[config.mk]
export PLATFORM = sky130hd
export DESIGN_NAME = stm_timer
export DESIGN_NICKNAME = d
export VERILOG_FILES = /design/src/stm_pkg.sv /design/src/stm_timer.sv
export SDC_FILE = /design/constraint.sdc
export NUM_CORES = 1
export LEC_CHECK = 0
export BUFFER_PORTS_ARGS = -buffer_cell sky130_fd_sc_hd__buf_2
export CAP_MARGIN = 40
export CORE_MARGIN = 2
export CORE_UTILIZATION = 33
export CTS_BUF_LIST = sky130_fd_sc_hd__clkbuf_4
export DETAILED_ROUTE_END_ITERATION = 12
export PLACE_DENSITY = 0.54
export SYNTH_ARGS = -nofsm -noshare
export SYNTH_HDL_FRONTEND = slang
export SYNTH_SLANG_ARGS = --single-unit
[constraint.sdc]
create_clock -name clk_in -period 7.1 [get_ports clk_in]
set_input_delay 1.42 -clock clk_in [delete_from_list [all_inputs] [get_ports clk_in]]
set_output_delay 1.42 -clock clk_in [all_outputs]
set_load 0.005 [all_outputs]
[src/stm_pkg.sv]
// Purpose: Constants of the standard timer control and compare-match block
// Assumes: APB slave, 32-bit data, one register per aligned word
// Notes:   Register offsets are local choices
// Contract
// [RL1] Run rising edge clears counter
// [RL2] Run falling edge stops, holds count
// [RL3] Run rising edge restores initial pin level
// [RL4] Control bits two to zero read zero
// [RL5] Mode field selects four modes
// [RL6] Software stops timer before mode change
// [RL7] Timer/counter mode releases output pin
// [RL8] Compare mode A match acts on pin
// [RL9] PWM mode pin function selects waveform
// [RL10] Capture mode pin function selects edge
// [RL11] Software changes PWM function only stopped
// [RL12] Match equal to initial level: no change
// [RL13] Initial level bit sets level or active
// [RL14] Invert bit inverts output pin
// [RL15] Swap bit exchanges period and duty roles
// [RL16] Clear source picks A or P clear
// [RL17] Overflow clear only when period zero
// [RL18] Clear source ignored outside compare modes
// [RL19] Period value compared with counter high byte
// [RL20] Clear source low raises both flags
// [RL21] Clear source high raises only A flag
// [RL22] Software never sets compare A zero
// [RL23] Only A matches change the pin
// [RL24] Pause holds count, stays powered
// [RL25] Clock source field selects tick source
// [RL26] Counter increments once per selected tick
package stm_pkg;
  localparam logic [11:0] STM_OFS_CTRL0  = 12'h000;
  localparam logic [11:0] STM_OFS_CTRL1  = 12'h004;
  localparam logic [11:0] STM_OFS_PERIOD = 12'h008;
  localparam logic [11:0] STM_OFS_CMPA   = 12'h00C;
  localparam logic [11:0] STM_OFS_COUNT  = 12'h010;
  localparam logic [11:0] STM_OFS_FLAGS  = 12'h014;
  localparam int STM_C0_PAUSE = 7;
  localparam int STM_C0_CKLO  = 4;
  localparam int STM_C0_RUN   = 3;
  localparam int STM_C1_MODELO = 6;
  localparam int STM_C1_PFLO   = 4;
  localparam int STM_C1_INIT   = 3;
  localparam int STM_C1_INV    = 2;
  localparam int STM_C1_SWAP   = 1;
  localparam int STM_C1_CLRSRC = 0;
  localparam logic [7:0]  STM_RST_CTRL0  = 8'h00;
  localparam logic [7:0]  STM_RST_CTRL1  = 8'h00;
  localparam logic [7:0]  STM_RST_PERIOD = 8'h00;
  localparam logic [15:0] STM_RST_CMPA   = 16'h0000;
  localparam logic [7:0]  STM_C0_MASK    = 8'hF8;
  localparam logic [1:0] STM_MODE_CMP  = 2'h0;
  localparam logic [1:0] STM_MODE_CAP  = 2'h1;
  localparam logic [1:0] STM_MODE_PWM  = 2'h2;
  localparam logic [1:0] STM_MODE_TMR  = 2'h3;
  localparam logic [1:0] STM_PF_0 = 2'h0;
  localparam logic [1:0] STM_PF_1 = 2'h1;
  localparam logic [1:0] STM_PF_2 = 2'h2;
  localparam logic [1:0] STM_PF_3 = 2'h3;
  localparam logic [2:0] STM_CK_SYS4  = 3'h0;
  localparam logic [2:0] STM_CK_SYS   = 3'h1;
  localparam logic [2:0] STM_CK_H16   = 3'h2;
  localparam logic [2:0] STM_CK_H64   = 3'h3;
  localparam logic [2:0] STM_CK_SUBA  = 3'h4;
  localparam logic [2:0] STM_CK_SUBB  = 3'h5;
  localparam logic [2:0] STM_CK_EXTR  = 3'h6;
  localparam logic [2:0] STM_CK_EXTF  = 3'h7;
  localparam logic [5:0] STM_DIV4  = 6'h03;
  localparam logic [5:0] STM_DIV16 = 6'h0F;
  localparam logic [5:0] STM_DIV64 = 6'h3F;
endpackage : stm_pkg

[src/stm_timer.sv]
// Purpose: Control, counter and compare-match logic of a 16-bit timer
// Assumes: APB slave on clk_in; pins sampled through three flip-flops
// Notes:   High-speed and sub clocks arrive as tick inputs on clk_in
`timescale 1ns/1ps
module stm_timer
(
  input  wire logic        clk_in,
  input  wire logic        rst_n_in,
  input  wire logic        ce_in,
  input  wire logic        psel_in,
  input  wire logic        penable_in,
  input  wire logic        pwrite_in,
  input  wire logic [11:0] paddr_in,
  input  wire logic [31:0] pwdata_in,
  output logic      [31:0] prdata_out,
  output logic             pready_out,
  output logic             pslverr_out,
  input  wire logic        hs_tick_in,
  input  wire logic        sub_tick_in,
  input  wire logic        ext_clk_pin_in,
  input  wire logic        capture_input_pin_in,
  output logic             timer_output_pin_out,
  output logic             timer_output_pin_oe_out,
  output logic             compare_a_match_flag_out,
  output logic             compare_p_match_flag_out
);

  logic [7:0]  ctrl0_q, ctrl0_d, ctrl1_q, ctrl1_d, period_q, period_d;
  logic [15:0] cmpa_q, cmpa_d, count_q, count_d;
  logic        flag_a_q, flag_a_d, flag_p_q, flag_p_d;
  logic        out_q, out_d, run_prev_q, run_prev_d;
  logic [5:0]  div_q, div_d, hdiv_q, hdiv_d;
  logic [2:0]  ext_sync_q, cap_sync_q;
  logic        ext_lvl_q, cap_lvl_q, ext_lvl_d, cap_lvl_d;
  logic [31:0] rdata_q, rdata_d;

  logic        wr, rd, run, pause, tick, run_rise;
  logic        match_a, match_p, ovf, clr_cnt, cap_ev, ext_rise, ext_fall;
  logic [1:0]  mode, pf;
  logic [2:0]  cksel;
  logic        pwm_lvl, duty_hit;
  logic        map_hit;

  function automatic logic sel_addr(input logic [11:0] a, input logic [11:0] ofs);
    sel_addr = (a == ofs);
  endfunction : sel_addr

  assign wr       = psel_in && penable_in && pwrite_in && ce_in;
  assign rd       = psel_in && !penable_in && !pwrite_in;
  assign run      = ctrl0_q[stm_pkg::STM_C0_RUN];
  assign pause    = ctrl0_q[stm_pkg::STM_C0_PAUSE];
  assign cksel    = ctrl0_q[stm_pkg::STM_C0_CKLO +: 3];
  // [RL5] Mode field decode
  assign mode     = ctrl1_q[stm_pkg::STM_C1_MODELO +: 2];
  assign pf       = ctrl1_q[stm_pkg::STM_C1_PFLO +: 2];
  assign run_rise = run && !run_prev_q;
  assign ext_rise = ext_lvl_d && !ext_lvl_q;
  assign ext_fall = !ext_lvl_d && ext_lvl_q;
  assign map_hit  = sel_addr(paddr_in, stm_pkg::STM_OFS_CTRL0)
                 || sel_addr(paddr_in, stm_pkg::STM_OFS_CTRL1)
                 || sel_addr(paddr_in, stm_pkg::STM_OFS_PERIOD)
                 || sel_addr(paddr_in, stm_pkg::STM_OFS_CMPA)
                 || sel_addr(paddr_in, stm_pkg::STM_OFS_COUNT)
                 || sel_addr(paddr_in, stm_pkg::STM_OFS_FLAGS);
  assign pready_out  = 1'b1;
  assign pslverr_out = psel_in && penable_in && !map_hit;
  assign prdata_out  = rdata_q;

  // Pin synchronisers: second and third stages must agree
  always_comb
  begin
    ext_lvl_d = (ext_sync_q[1] == ext_sync_q[2]) ? ext_sync_q[1] : ext_lvl_q;
    cap_lvl_d = (cap_sync_q[1] == cap_sync_q[2]) ? cap_sync_q[1] : cap_lvl_q;
  end

  // [RL25] Tick source select
  always_comb
  begin
    div_d  = div_q + 6'h01;
    hdiv_d = hs_tick_in ? hdiv_q + 6'h01 : hdiv_q;
    case (cksel)
      stm_pkg::STM_CK_SYS4:  tick = (div_q[1:0] == stm_pkg::STM_DIV4[1:0]);
      stm_pkg::STM_CK_SYS:   tick = 1'b1;
      stm_pkg::STM_CK_H16:   tick = hs_tick_in && (hdiv_q[3:0] == stm_pkg::STM_DIV16[3:0]);
      stm_pkg::STM_CK_H64:   tick = hs_tick_in && (hdiv_q == stm_pkg::STM_DIV64);
      stm_pkg::STM_CK_SUBA,
      stm_pkg::STM_CK_SUBB:  tick = sub_tick_in;
      stm_pkg::STM_CK_EXTR:  tick = ext_rise;
      stm_pkg::STM_CK_EXTF:  tick = ext_fall;
      default:               tick = 1'b0;
    endcase
  end

  // [RL19] Period compared with counter high byte; zero means full wrap
  assign match_p = (count_q[15:8] == period_q) && (period_q != 8'h00)
                && (count_q[7:0] == 8'h00) && run_prev_q;
  // [RL17] Overflow clear only with period bits all zero
  assign ovf     = (period_q == 8'h00) && (count_q == 16'hFFFF) && tick;
  assign match_a = (count_q == cmpa_q) && run_prev_q;

  always_comb
  begin
    cap_ev = 1'b0;
    // [RL10] Capture edge select
    case (pf)
      stm_pkg::STM_PF_0: cap_ev = cap_lvl_d && !cap_lvl_q;
      stm_pkg::STM_PF_1: cap_ev = !cap_lvl_d && cap_lvl_q;
      stm_pkg::STM_PF_2: cap_ev = cap_lvl_d != cap_lvl_q;
      default:           cap_ev = 1'b0;
    endcase
    cap_ev = cap_ev && (mode == stm_pkg::STM_MODE_CAP) && run;
  end

  always_comb
  begin
    clr_cnt = 1'b0;
    // [RL16] [RL18] Clear source by mode
    case (mode)
      stm_pkg::STM_MODE_CMP,
      stm_pkg::STM_MODE_TMR:
        clr_cnt = ctrl1_q[stm_pkg::STM_C1_CLRSRC] ? match_a : match_p;
      stm_pkg::STM_MODE_CAP:
        clr_cnt = match_p;
      stm_pkg::STM_MODE_PWM:
        // [RL15] Period comparator chosen by swap bit
        clr_cnt = ctrl1_q[stm_pkg::STM_C1_SWAP] ? match_a : match_p;
      default:
        clr_cnt = 1'b0;
    endcase
  end

  // PWM active level: duty reached ends active phase
  always_comb
  begin
    duty_hit = ctrl1_q[stm_pkg::STM_C1_SWAP]
             ? ((period_q != 8'h00) && (count_q[15:8] >= period_q))
             : (count_q >= cmpa_q);
    // [RL9] Waveform by pin function
    case (pf)
      stm_pkg::STM_PF_0: pwm_lvl = 1'b0;
      stm_pkg::STM_PF_1: pwm_lvl = 1'b1;
      stm_pkg::STM_PF_2: pwm_lvl = run && !duty_hit;
      stm_pkg::STM_PF_3: pwm_lvl = run;
      default:           pwm_lvl = 1'b0;
    endcase
  end

  always_comb
  begin
    ctrl0_d    = ctrl0_q;
    ctrl1_d    = ctrl1_q;
    period_d   = period_q;
    cmpa_d     = cmpa_q;
    count_d    = count_q;
    flag_a_d   = flag_a_q;
    flag_p_d   = flag_p_q;
    out_d      = out_q;
    run_prev_d = run;
    rdata_d    = rdata_q;
    if (rd)
    begin
      rdata_d = 32'h0000_0000;
      // [RL4] Low control bits read zero
      if (sel_addr(paddr_in, stm_pkg::STM_OFS_CTRL0))  rdata_d[7:0] = ctrl0_q & stm_pkg::STM_C0_MASK;
      if (sel_addr(paddr_in, stm_pkg::STM_OFS_CTRL1))  rdata_d[7:0] = ctrl1_q;
      if (sel_addr(paddr_in, stm_pkg::STM_OFS_PERIOD)) rdata_d[7:0] = period_q;
      if (sel_addr(paddr_in, stm_pkg::STM_OFS_CMPA))   rdata_d[15:0] = cmpa_q;
      if (sel_addr(paddr_in, stm_pkg::STM_OFS_COUNT))  rdata_d[15:0] = count_q;
      if (sel_addr(paddr_in, stm_pkg::STM_OFS_FLAGS))  rdata_d[1:0] = {flag_p_q, flag_a_q};
    end
    // [RL1] [RL2] [RL24] [RL26] Counter control
    if (run_rise)
      count_d = 16'h0000;
    else if (run && run_prev_q && !pause && tick)
      count_d = clr_cnt || ovf ? 16'h0000 : count_q + 16'h0001;
    else if (run && run_prev_q && !pause && clr_cnt && mode != stm_pkg::STM_MODE_PWM)
      count_d = count_q;
    // Flag clear by writing one; a new event wins
    if (wr && sel_addr(paddr_in, stm_pkg::STM_OFS_FLAGS))
    begin
      if (pwdata_in[0]) flag_a_d = 1'b0;
      if (pwdata_in[1]) flag_p_d = 1'b0;
    end
    if (run && tick && !pause)
    begin
      // [RL20] [RL21] Flag raising by clear source
      if (match_a && mode != stm_pkg::STM_MODE_CAP) flag_a_d = 1'b1;
      if (match_p && !((mode == stm_pkg::STM_MODE_CMP || mode == stm_pkg::STM_MODE_TMR)
                       && ctrl1_q[stm_pkg::STM_C1_CLRSRC])) flag_p_d = 1'b1;
    end
    if (cap_ev)
    begin
      cmpa_d   = count_q;
      flag_a_d = 1'b1;
    end
    if (mode == stm_pkg::STM_MODE_CMP)
    begin
      // [RL3] [RL13] Initial level on run rising edge
      if (run_rise)
        out_d = ctrl1_q[stm_pkg::STM_C1_INIT];
      // [RL8] [RL12] [RL23] Only A match acts on pin
      else if (run && tick && !pause && match_a)
        case (pf)
          stm_pkg::STM_PF_1: out_d = 1'b0;
          stm_pkg::STM_PF_2: out_d = 1'b1;
          stm_pkg::STM_PF_3: out_d = !out_q;
          default:           out_d = out_q;
        endcase
    end
    else if (mode == stm_pkg::STM_MODE_PWM)
      out_d = ctrl1_q[stm_pkg::STM_C1_INIT] ? pwm_lvl : !pwm_lvl;
    if (mode == stm_pkg::STM_MODE_PWM && pf == stm_pkg::STM_PF_3
        && run && tick && !pause && match_a)
      ctrl0_d[stm_pkg::STM_C0_RUN] = 1'b0;
    if (wr)
    begin
      if (sel_addr(paddr_in, stm_pkg::STM_OFS_CTRL0))  ctrl0_d = pwdata_in[7:0] & stm_pkg::STM_C0_MASK;
      if (sel_addr(paddr_in, stm_pkg::STM_OFS_CTRL1))  ctrl1_d = pwdata_in[7:0];
      if (sel_addr(paddr_in, stm_pkg::STM_OFS_PERIOD)) period_d = pwdata_in[7:0];
      if (sel_addr(paddr_in, stm_pkg::STM_OFS_CMPA) && !cap_ev) cmpa_d = pwdata_in[15:0];
    end
  end

  always_ff @(posedge clk_in or negedge rst_n_in)
  begin
    if (!rst_n_in)
    begin
      ctrl0_q    <= stm_pkg::STM_RST_CTRL0;
      ctrl1_q    <= stm_pkg::STM_RST_CTRL1;
      period_q   <= stm_pkg::STM_RST_PERIOD;
      cmpa_q     <= stm_pkg::STM_RST_CMPA;
      count_q    <= 16'h0000;
      flag_a_q   <= 1'b0;
      flag_p_q   <= 1'b0;
      out_q      <= 1'b0;
      run_prev_q <= 1'b0;
      div_q      <= 6'h00;
      hdiv_q     <= 6'h00;
      ext_sync_q <= 3'h0;
      cap_sync_q <= 3'h0;
      ext_lvl_q  <= 1'b0;
      cap_lvl_q  <= 1'b0;
      rdata_q    <= 32'h0000_0000;
    end
    else if (ce_in)
    begin
      ctrl0_q    <= ctrl0_d;
      ctrl1_q    <= ctrl1_d;
      period_q   <= period_d;
      cmpa_q     <= cmpa_d;
      count_q    <= count_d;
      flag_a_q   <= flag_a_d;
      flag_p_q   <= flag_p_d;
      out_q      <= out_d;
      run_prev_q <= run_prev_d;
      div_q      <= div_d;
      hdiv_q     <= hdiv_d;
      ext_sync_q <= {ext_sync_q[1:0], ext_clk_pin_in};
      cap_sync_q <= {cap_sync_q[1:0], capture_input_pin_in};
      ext_lvl_q  <= ext_lvl_d;
      cap_lvl_q  <= cap_lvl_d;
      rdata_q    <= rdata_d;
    end
  end

  // [RL14] [RL7] Inversion and pin release
  assign timer_output_pin_out     = out_q ^ ctrl1_q[stm_pkg::STM_C1_INV];
  assign timer_output_pin_oe_out  = (mode != stm_pkg::STM_MODE_TMR) && (mode != stm_pkg::STM_MODE_CAP);
  assign compare_a_match_flag_out = flag_a_q;
  assign compare_p_match_flag_out = flag_p_q;

  // [RL1] Clear on run start
  a_run_clears_count : assert property (@(posedge clk_in) disable iff (!rst_n_in) // RL1
    ce_in && run_rise |=> count_q == 16'h0000)
    else $error("count not cleared on run start");

  // [RL2] Hold while stopped
  a_stop_holds_count : assert property (@(posedge clk_in) disable iff (!rst_n_in) // RL2
    ce_in && !run && !run_prev_q |=> $stable(count_q))
    else $error("count moved while stopped");

  // [RL24] Hold while paused
  a_pause_holds : assert property (@(posedge clk_in) disable iff (!rst_n_in) // RL24
    ce_in && pause && !run_rise |=> $stable(count_q))
    else $error("count moved while paused");

  // [RL3] Initial pin level
  a_init_level : assert property (@(posedge clk_in) disable iff (!rst_n_in) // RL3
    ce_in && run_rise && mode == stm_pkg::STM_MODE_CMP
    |=> out_q == $past(ctrl1_q[stm_pkg::STM_C1_INIT]))
    else $error("pin not at initial level");

  // [RL4] Unimplemented bits zero
  a_low_bits_zero : assert property (@(posedge clk_in) disable iff (!rst_n_in) // RL4
    ctrl0_q[2:0] == 3'h0)
    else $error("unimplemented bits set");

  // [RL7] Pin released
  a_pin_released : assert property (@(posedge clk_in) disable iff (!rst_n_in) // RL7
    mode == stm_pkg::STM_MODE_TMR |-> !timer_output_pin_oe_out)
    else $error("pin driven in timer mode");

  // [RL21] No P flag
  a_no_p_flag : assert property (@(posedge clk_in) disable iff (!rst_n_in) // RL21
    ce_in && mode == stm_pkg::STM_MODE_CMP && ctrl1_q[stm_pkg::STM_C1_CLRSRC] && !flag_p_q
    && !(wr && sel_addr(paddr_in, stm_pkg::STM_OFS_CTRL1)) |=> !flag_p_q)
    else $error("P flag with clear source A");

  // [RL14] Pin polarity
  a_invert_pin : assert property (@(posedge clk_in) disable iff (!rst_n_in) // RL14
    timer_output_pin_out == (out_q ^ ctrl1_q[stm_pkg::STM_C1_INV]))
    else $error("pin polarity wrong");

  // [RL9] PWM drives pin
  a_pwm_drives : assert property (@(posedge clk_in) disable iff (!rst_n_in) // RL9
    mode == stm_pkg::STM_MODE_PWM |-> timer_output_pin_oe_out)
    else $error("pin not driven in PWM mode");

  // [RL26] One step per tick
  a_count_step : assert property (@(posedge clk_in) disable iff (!rst_n_in) // RL26
    ce_in && run && run_prev_q && !pause && tick && !clr_cnt && !ovf
    |=> count_q == $past(count_q) + 16'h0001)
    else $error("count did not step");

  // [RL16] Clear on A match
  a_clear_on_a : assert property (@(posedge clk_in) disable iff (!rst_n_in) // RL16
    ce_in && run && !pause && tick && match_a && mode == stm_pkg::STM_MODE_CMP
    && ctrl1_q[stm_pkg::STM_C1_CLRSRC] |=> count_q == 16'h0000)
    else $error("count not cleared by A match");

  // [RL19] Clear on P match
  a_clear_on_p : assert property (@(posedge clk_in) disable iff (!rst_n_in) // RL19
    ce_in && run && !pause && tick && match_p && mode == stm_pkg::STM_MODE_CMP
    && !ctrl1_q[stm_pkg::STM_C1_CLRSRC] |=> count_q == 16'h0000)
    else $error("count not cleared by P match");

  // [RL17] Full wrap
  a_wrap_full : assert property (@(posedge clk_in) disable iff (!rst_n_in) // RL17
    ce_in && run && run_prev_q && !pause && tick && count_q == 16'hFFFF
    && period_q == 8'h00 |=> count_q == 16'h0000)
    else $error("count did not wrap");

  // [RL20] P flag raised
  a_p_flag_set : assert property (@(posedge clk_in) disable iff (!rst_n_in) // RL20
    ce_in && run && !pause && tick && match_p && mode == stm_pkg::STM_MODE_CMP
    && !ctrl1_q[stm_pkg::STM_C1_CLRSRC] |=> flag_p_q)
    else $error("P flag not raised");

  // [RL20] A flag raised
  a_a_flag_set : assert property (@(posedge clk_in) disable iff (!rst_n_in) // RL20
    ce_in && run && !pause && tick && match_a && mode == stm_pkg::STM_MODE_CMP
    |=> flag_a_q)
    else $error("A flag not raised");

  // [RL8] Toggle on A match
  a_toggle_pin : assert property (@(posedge clk_in) disable iff (!rst_n_in) // RL8
    ce_in && mode == stm_pkg::STM_MODE_CMP && run && run_prev_q && !pause && tick
    && match_a && pf == stm_pkg::STM_PF_3 |=> out_q != $past(out_q))
    else $error("pin did not toggle");

  // [RL23] Pin kept without A match
  a_pin_kept : assert property (@(posedge clk_in) disable iff (!rst_n_in) // RL23
    ce_in && mode == stm_pkg::STM_MODE_CMP && run_prev_q && !match_a
    |=> $stable(out_q))
    else $error("pin moved without A match");

  // [RL10] Capture latch
  a_capture_latch : assert property (@(posedge clk_in) disable iff (!rst_n_in) // RL10
    ce_in && cap_ev |=> cmpa_q == $past(count_q) && flag_a_q)
    else $error("capture not latched");

  // [RL15] Swapped period clear
  a_swap_clear : assert property (@(posedge clk_in) disable iff (!rst_n_in) // RL15
    ce_in && mode == stm_pkg::STM_MODE_PWM && ctrl1_q[stm_pkg::STM_C1_SWAP] && run
    && run_prev_q && !pause && tick && match_a |=> count_q == 16'h0000)
    else $error("swapped period not cleared");

  // [RL13] Forced active level
  a_pwm_active : assert property (@(posedge clk_in) disable iff (!rst_n_in) // RL13
    ce_in && mode == stm_pkg::STM_MODE_PWM && pf == stm_pkg::STM_PF_1
    |=> out_q == $past(ctrl1_q[stm_pkg::STM_C1_INIT]))
    else $error("PWM active level wrong");
endmodule : stm_timer

==> impl.org <==
** Run status
- Result of the run :: complete, no violations

** Power
- IR analysis of the VDD net gives a maximum drop of 119 uV.
- Static Leak :: 2.75 nW
- In this run the power density over the cells is 170 nW/um^2.

** Worst setup path
- In this design, the stage delay of the slowest critical-path cell is 0.63 ns.
- Most Frequent Cell on Critical Path :: sky130_fd_sc_hd__buf_2
- STA puts the critical path data required time at 5.68 ns.
- Number of cell instances on the worst register-to-register path :: 8
- Walking the worst path, the cells encountered are buf_2 > or4_4 > nor4_4 > a21oi_1 > buf_2.
- Element type at the critical path end :: output port
- Reg-to-reg endpoint :: count_q[13]$_DFFE_PN0P_
- STA classifies the critical path startpoint as an input port.
- Highest net fanout along the worst path :: 14
- Slowest stage cell, crit path :: sky130_fd_sc_hd__nor4_4
- Data arrives at the worst endpoint at 3.05 ns.
- The critical path in this run is classified as input port to output port.
- Crit Reg-Reg Startpoint :: div_q[0]$_DFFE_PN0P_
- Slack of the worst reg-to-reg path :: 4.04 ns

** Logic synthesis
- For this run, the leading register cell type out of synthesis is sky130_fd_sc_hd__dfrtp_1.
- Avg Cell Area, Syn :: 8.95 sq um
- Post-synthesis register bit count :: 89
- Synthesis produced 609 cells.
- Yosys mapped the design onto 64 distinct sky130hd cell types.
- Post-synthesis instance area :: 5450 sq um
- Async set or reset register ratio after synthesis :: 100%
- Top cell type's share of synthesized area :: 40.9%
- Of all cell types, the one taking the most synthesized area is sky130_fd_sc_hd__dfrtp_1.
- Cell types occupying the most area after synthesis :: sky130_fd_sc_hd__dfrtp_1 (41%), sky130_fd_sc_hd__ha_1 (7.8%), sky130_fd_sc_hd__o21ai_0 (4.9%)
- Yosys Warn Count :: 0
- Number of flops mapped to enable cells by yosys :: 0
- Part of the Yosys area used for sequential elements :: 40.9%

** Die
- The floorplan has 46 rows.
- Starting density of the core :: 34.1%
- Die span in x :: 133 microns
- Top-level port count :: 92
- The floorplan step defined a die boundary enclosing 17600 sq um.
- Height of the die :: 133 microns
- Core area :: 16000 sq um

** Clock tree
- CTS saw 89 sinks.
- Clock insertion delay at the later pin of the skew report :: 0.48 ns
- In this run the clock root is driven by a sky130_fd_sc_hd__clkbuf_4.
- TritonCTS created 9 clock buffers.
- Buffers inserted to repair hold after CTS numbered 0.
- CTS built an H-tree with a depth of 3.
- After clock tree synthesis, the repair step resized 0 gates.
- Clock tree from TritonCTS :: built
- Clock-pin slew was measured on the worst setup and hold paths at 0.13 ns.
- In this run the deepest clock path goes through 2 buffers.
- Post-CTS setup repair buffer count :: 0

** Route
- In the final routed layout, each cell accounts on average for 17.5 microns.
- After detailed routing, the number of vias per cell comes to 5.43.
- After detailed routing, the total wire length is 15.3 mm.
- Final ANT Viol Nets :: 0
- Total via count after detailed routing :: 4745
- The detailed router finished its first iteration with 224 violations.
- First-pass iteration count of the detailed router :: 4
- DRC violation count after routing :: 0

** Finish
- Register Area :: 2230 sq um
- Final Instance Area :: 5990 sq um
- Ratio of cells with drive above 1 in the final layout :: 16.3%
- Leaving out fill and tap cells, the most frequent cells in the layout are sky130_fd_sc_hd__dfrtp_1 (89), sky130_fd_sc_hd__nor2_1 (63), sky130_fd_sc_hd__nand2_1 (60).
- The library cell used most frequently in the layout, excluding fill and tap cells, is sky130_fd_sc_hd__dfrtp_1.
- The filler cells instantiated in the layout total 1672.
- Layout Nets :: 742
- Summing all multi-input logic gate instances after layout gives 2890 sq um.
- From synthesis to final layout, the design area changed by 9.92%.

** STA
- Setup violations remaining at the end of the flow were counted as 0.
- Min setup slack post-route :: 2.63 ns
- Setup repair after global routing left no endpoint under its margin.
- In the finished design, the share of the clock period the worst path needs comes to 62.9%.
- Worst slew slack as a fraction of its limit :: 44.6%
- Shortest clock period the worst path allows after layout :: 4.47 ns
- Pins over their slew limit :: 0
- Worst Tran Pin Value :: 0.827 ns
- For this run, the top clock speed supported by timing is 224 MHz.
- The final hold violation count came to 0.
- Final Skew :: 0.0170 ns
- After routing, the total negative slack on setup checks comes to 0 ns.

** Placement
- After detailed placement, the total cell area comes to 5870 sq um.
- Once detailed placement completed, the half-perimeter wirelength came to 11.4 mm.
- Before CTS, the worst setup slack after placement is 2.59 ns.
- IO Port Bufs :: 58
- Routability-driven placement finished with a final weighted congestion of 0.899.

** Hold path
- Start point of the worst hold path :: prdata_out[3]$_DFFE_PN0P_
- Number of stages on the worst hold path :: 2
- Class of the tightest hold or removal check :: flop to flop
- End of the worst hold path :: prdata_out[3]$_DFFE_PN0P_

** GRT
- All-Layer GR Usage :: 17.9%
- The initial antenna violation count was 1.
- Total congestion overflow :: 0
- Global-route wire length before repair :: 24.8 mm
- Entering global routing, the biggest net connects 54 pins.
- Via count of the first global-routing pass :: 4578

** Job
- The tool flagged a number of max-cap violations equal to 0.
-- through the flow --
| stage | power [mW] | utilization, % | hold slack (ns) | cells |
|---|---|---|---|---|
| final | 1.02 | 37.4 | 0.476 | 874 |
| after global routing | 1.09 | 37.4 | 0.516 | 874 |
| after CTS | 1.04 | 37.4 | 0.482 | 873 |
| after detailed placement | 0.754 | 36.7 | 0.450 | 859 |
| after global placement | 0.745 | 36.7 | 0.450 | 859 |
| after floorplan | 0.692 | - | 0.445 | 624 |
-- power breakdown --
part	internal [mW]	switching, mW
Combinational	0.0692	0.0857
Sequential	0.551	0.0346
Clock	0.106	0.175
-- Yosys cell counts (7+ instances only) --
library cell               instances
sky130_fd_sc_hd__nand2_1          60
sky130_fd_sc_hd__dfrtp_1          89
sky130_fd_sc_hd__nand4_1           7
sky130_fd_sc_hd__mux2i_1           9
sky130_fd_sc_hd__a21oi_1          32
sky130_fd_sc_hd__o21ai_0          53
sky130_fd_sc_hd__inv_1            37
sky130_fd_sc_hd__nor3_1           10
sky130_fd_sc_hd__a221oi_1         10
sky130_fd_sc_hd__clkbuf_1         20
sky130_fd_sc_hd__mux2_2           18
sky130_fd_sc_hd__nor2_1           63
sky130_fd_sc_hd__nand3_1          19
sky130_fd_sc_hd__o22ai_1          22
sky130_fd_sc_hd__nand2b_1          7
sky130_fd_sc_hd__nor2b_1           9
sky130_fd_sc_hd__o31ai_1          10
sky130_fd_sc_hd__ha_1             34
sky130_fd_sc_hd__buf_4            18
-- state kept, by name, indices dropped and copies added, names as in the netlist, 3 cells and up --
| name | cells |
|---|---|
| period_q | 8 |
| cap_sync_q | 3 |
| cmpa_q | 16 |
| ctrl0_q | 5 |
| ctrl1_q | 8 |
| prdata_out | 16 |
| count_q | 16 |
| hdiv_q | 6 |
| ext_sync_q | 3 |
-- per-layer routing --
layer / part of all wire, % / track usage (%)
met5: 0 / 0
met4: 1.4 / 4.24
met3: 5.7 / 4.06
met2: 45 / 27.7
met1: 48 / 25.5
-- critical path, delay by kind of cell --
family                 cells  cell delay [ns]
buffers and inverters      2             0.28
and+or+nand+nor            2             1.16
AOI/OAI and AO/OA          1             0.19
-- worst max-delay path by stage --
stage	start	to	slack (ns)	cells past startpoint
after floorplan	paddr_in[10]	pslverr_out	3.05	4
after global placement	paddr_in[10]	pslverr_out	2.60	5
after detailed placement	paddr_in[10]	cmpa_q[0]$_DFFE_PN0P_	2.59	8
after CTS	paddr_in[10]	pslverr_out	2.63	5
after global routing	paddr_in[10]	pslverr_out	2.54	5
final	paddr_in[10]	pslverr_out	2.63	5
-- kinds of logic (layout without fill, tap and decap cells) --
group,count (synthesis),in the layout,synth area share (%)
muxes,27,27,5.37
and+or+nand+nor,208,208,19.1
xor gates and xnor gates,7,7,1.12
DFF,89,89,40.9
other,2,18,0.138
buffers and inverters,82,115,7.09
AOI/OAI and AO/OA,159,159,18.4
adders and majority gates,35,35,7.99
-- final cells by class --
type	instances	area share (%)
Multi-Input combinational cell	453	48.3
Timing Repair Buffer	64	5.64
Tap cell	216	4.51
Sequential cell	89	37.2
Clock buffer	10	1.25
Clock inverter	4	0.773
Antenna cell	1	0.0418
Inverter	37	2.32
Note: power is estimated with default switching activity, not from simulation.
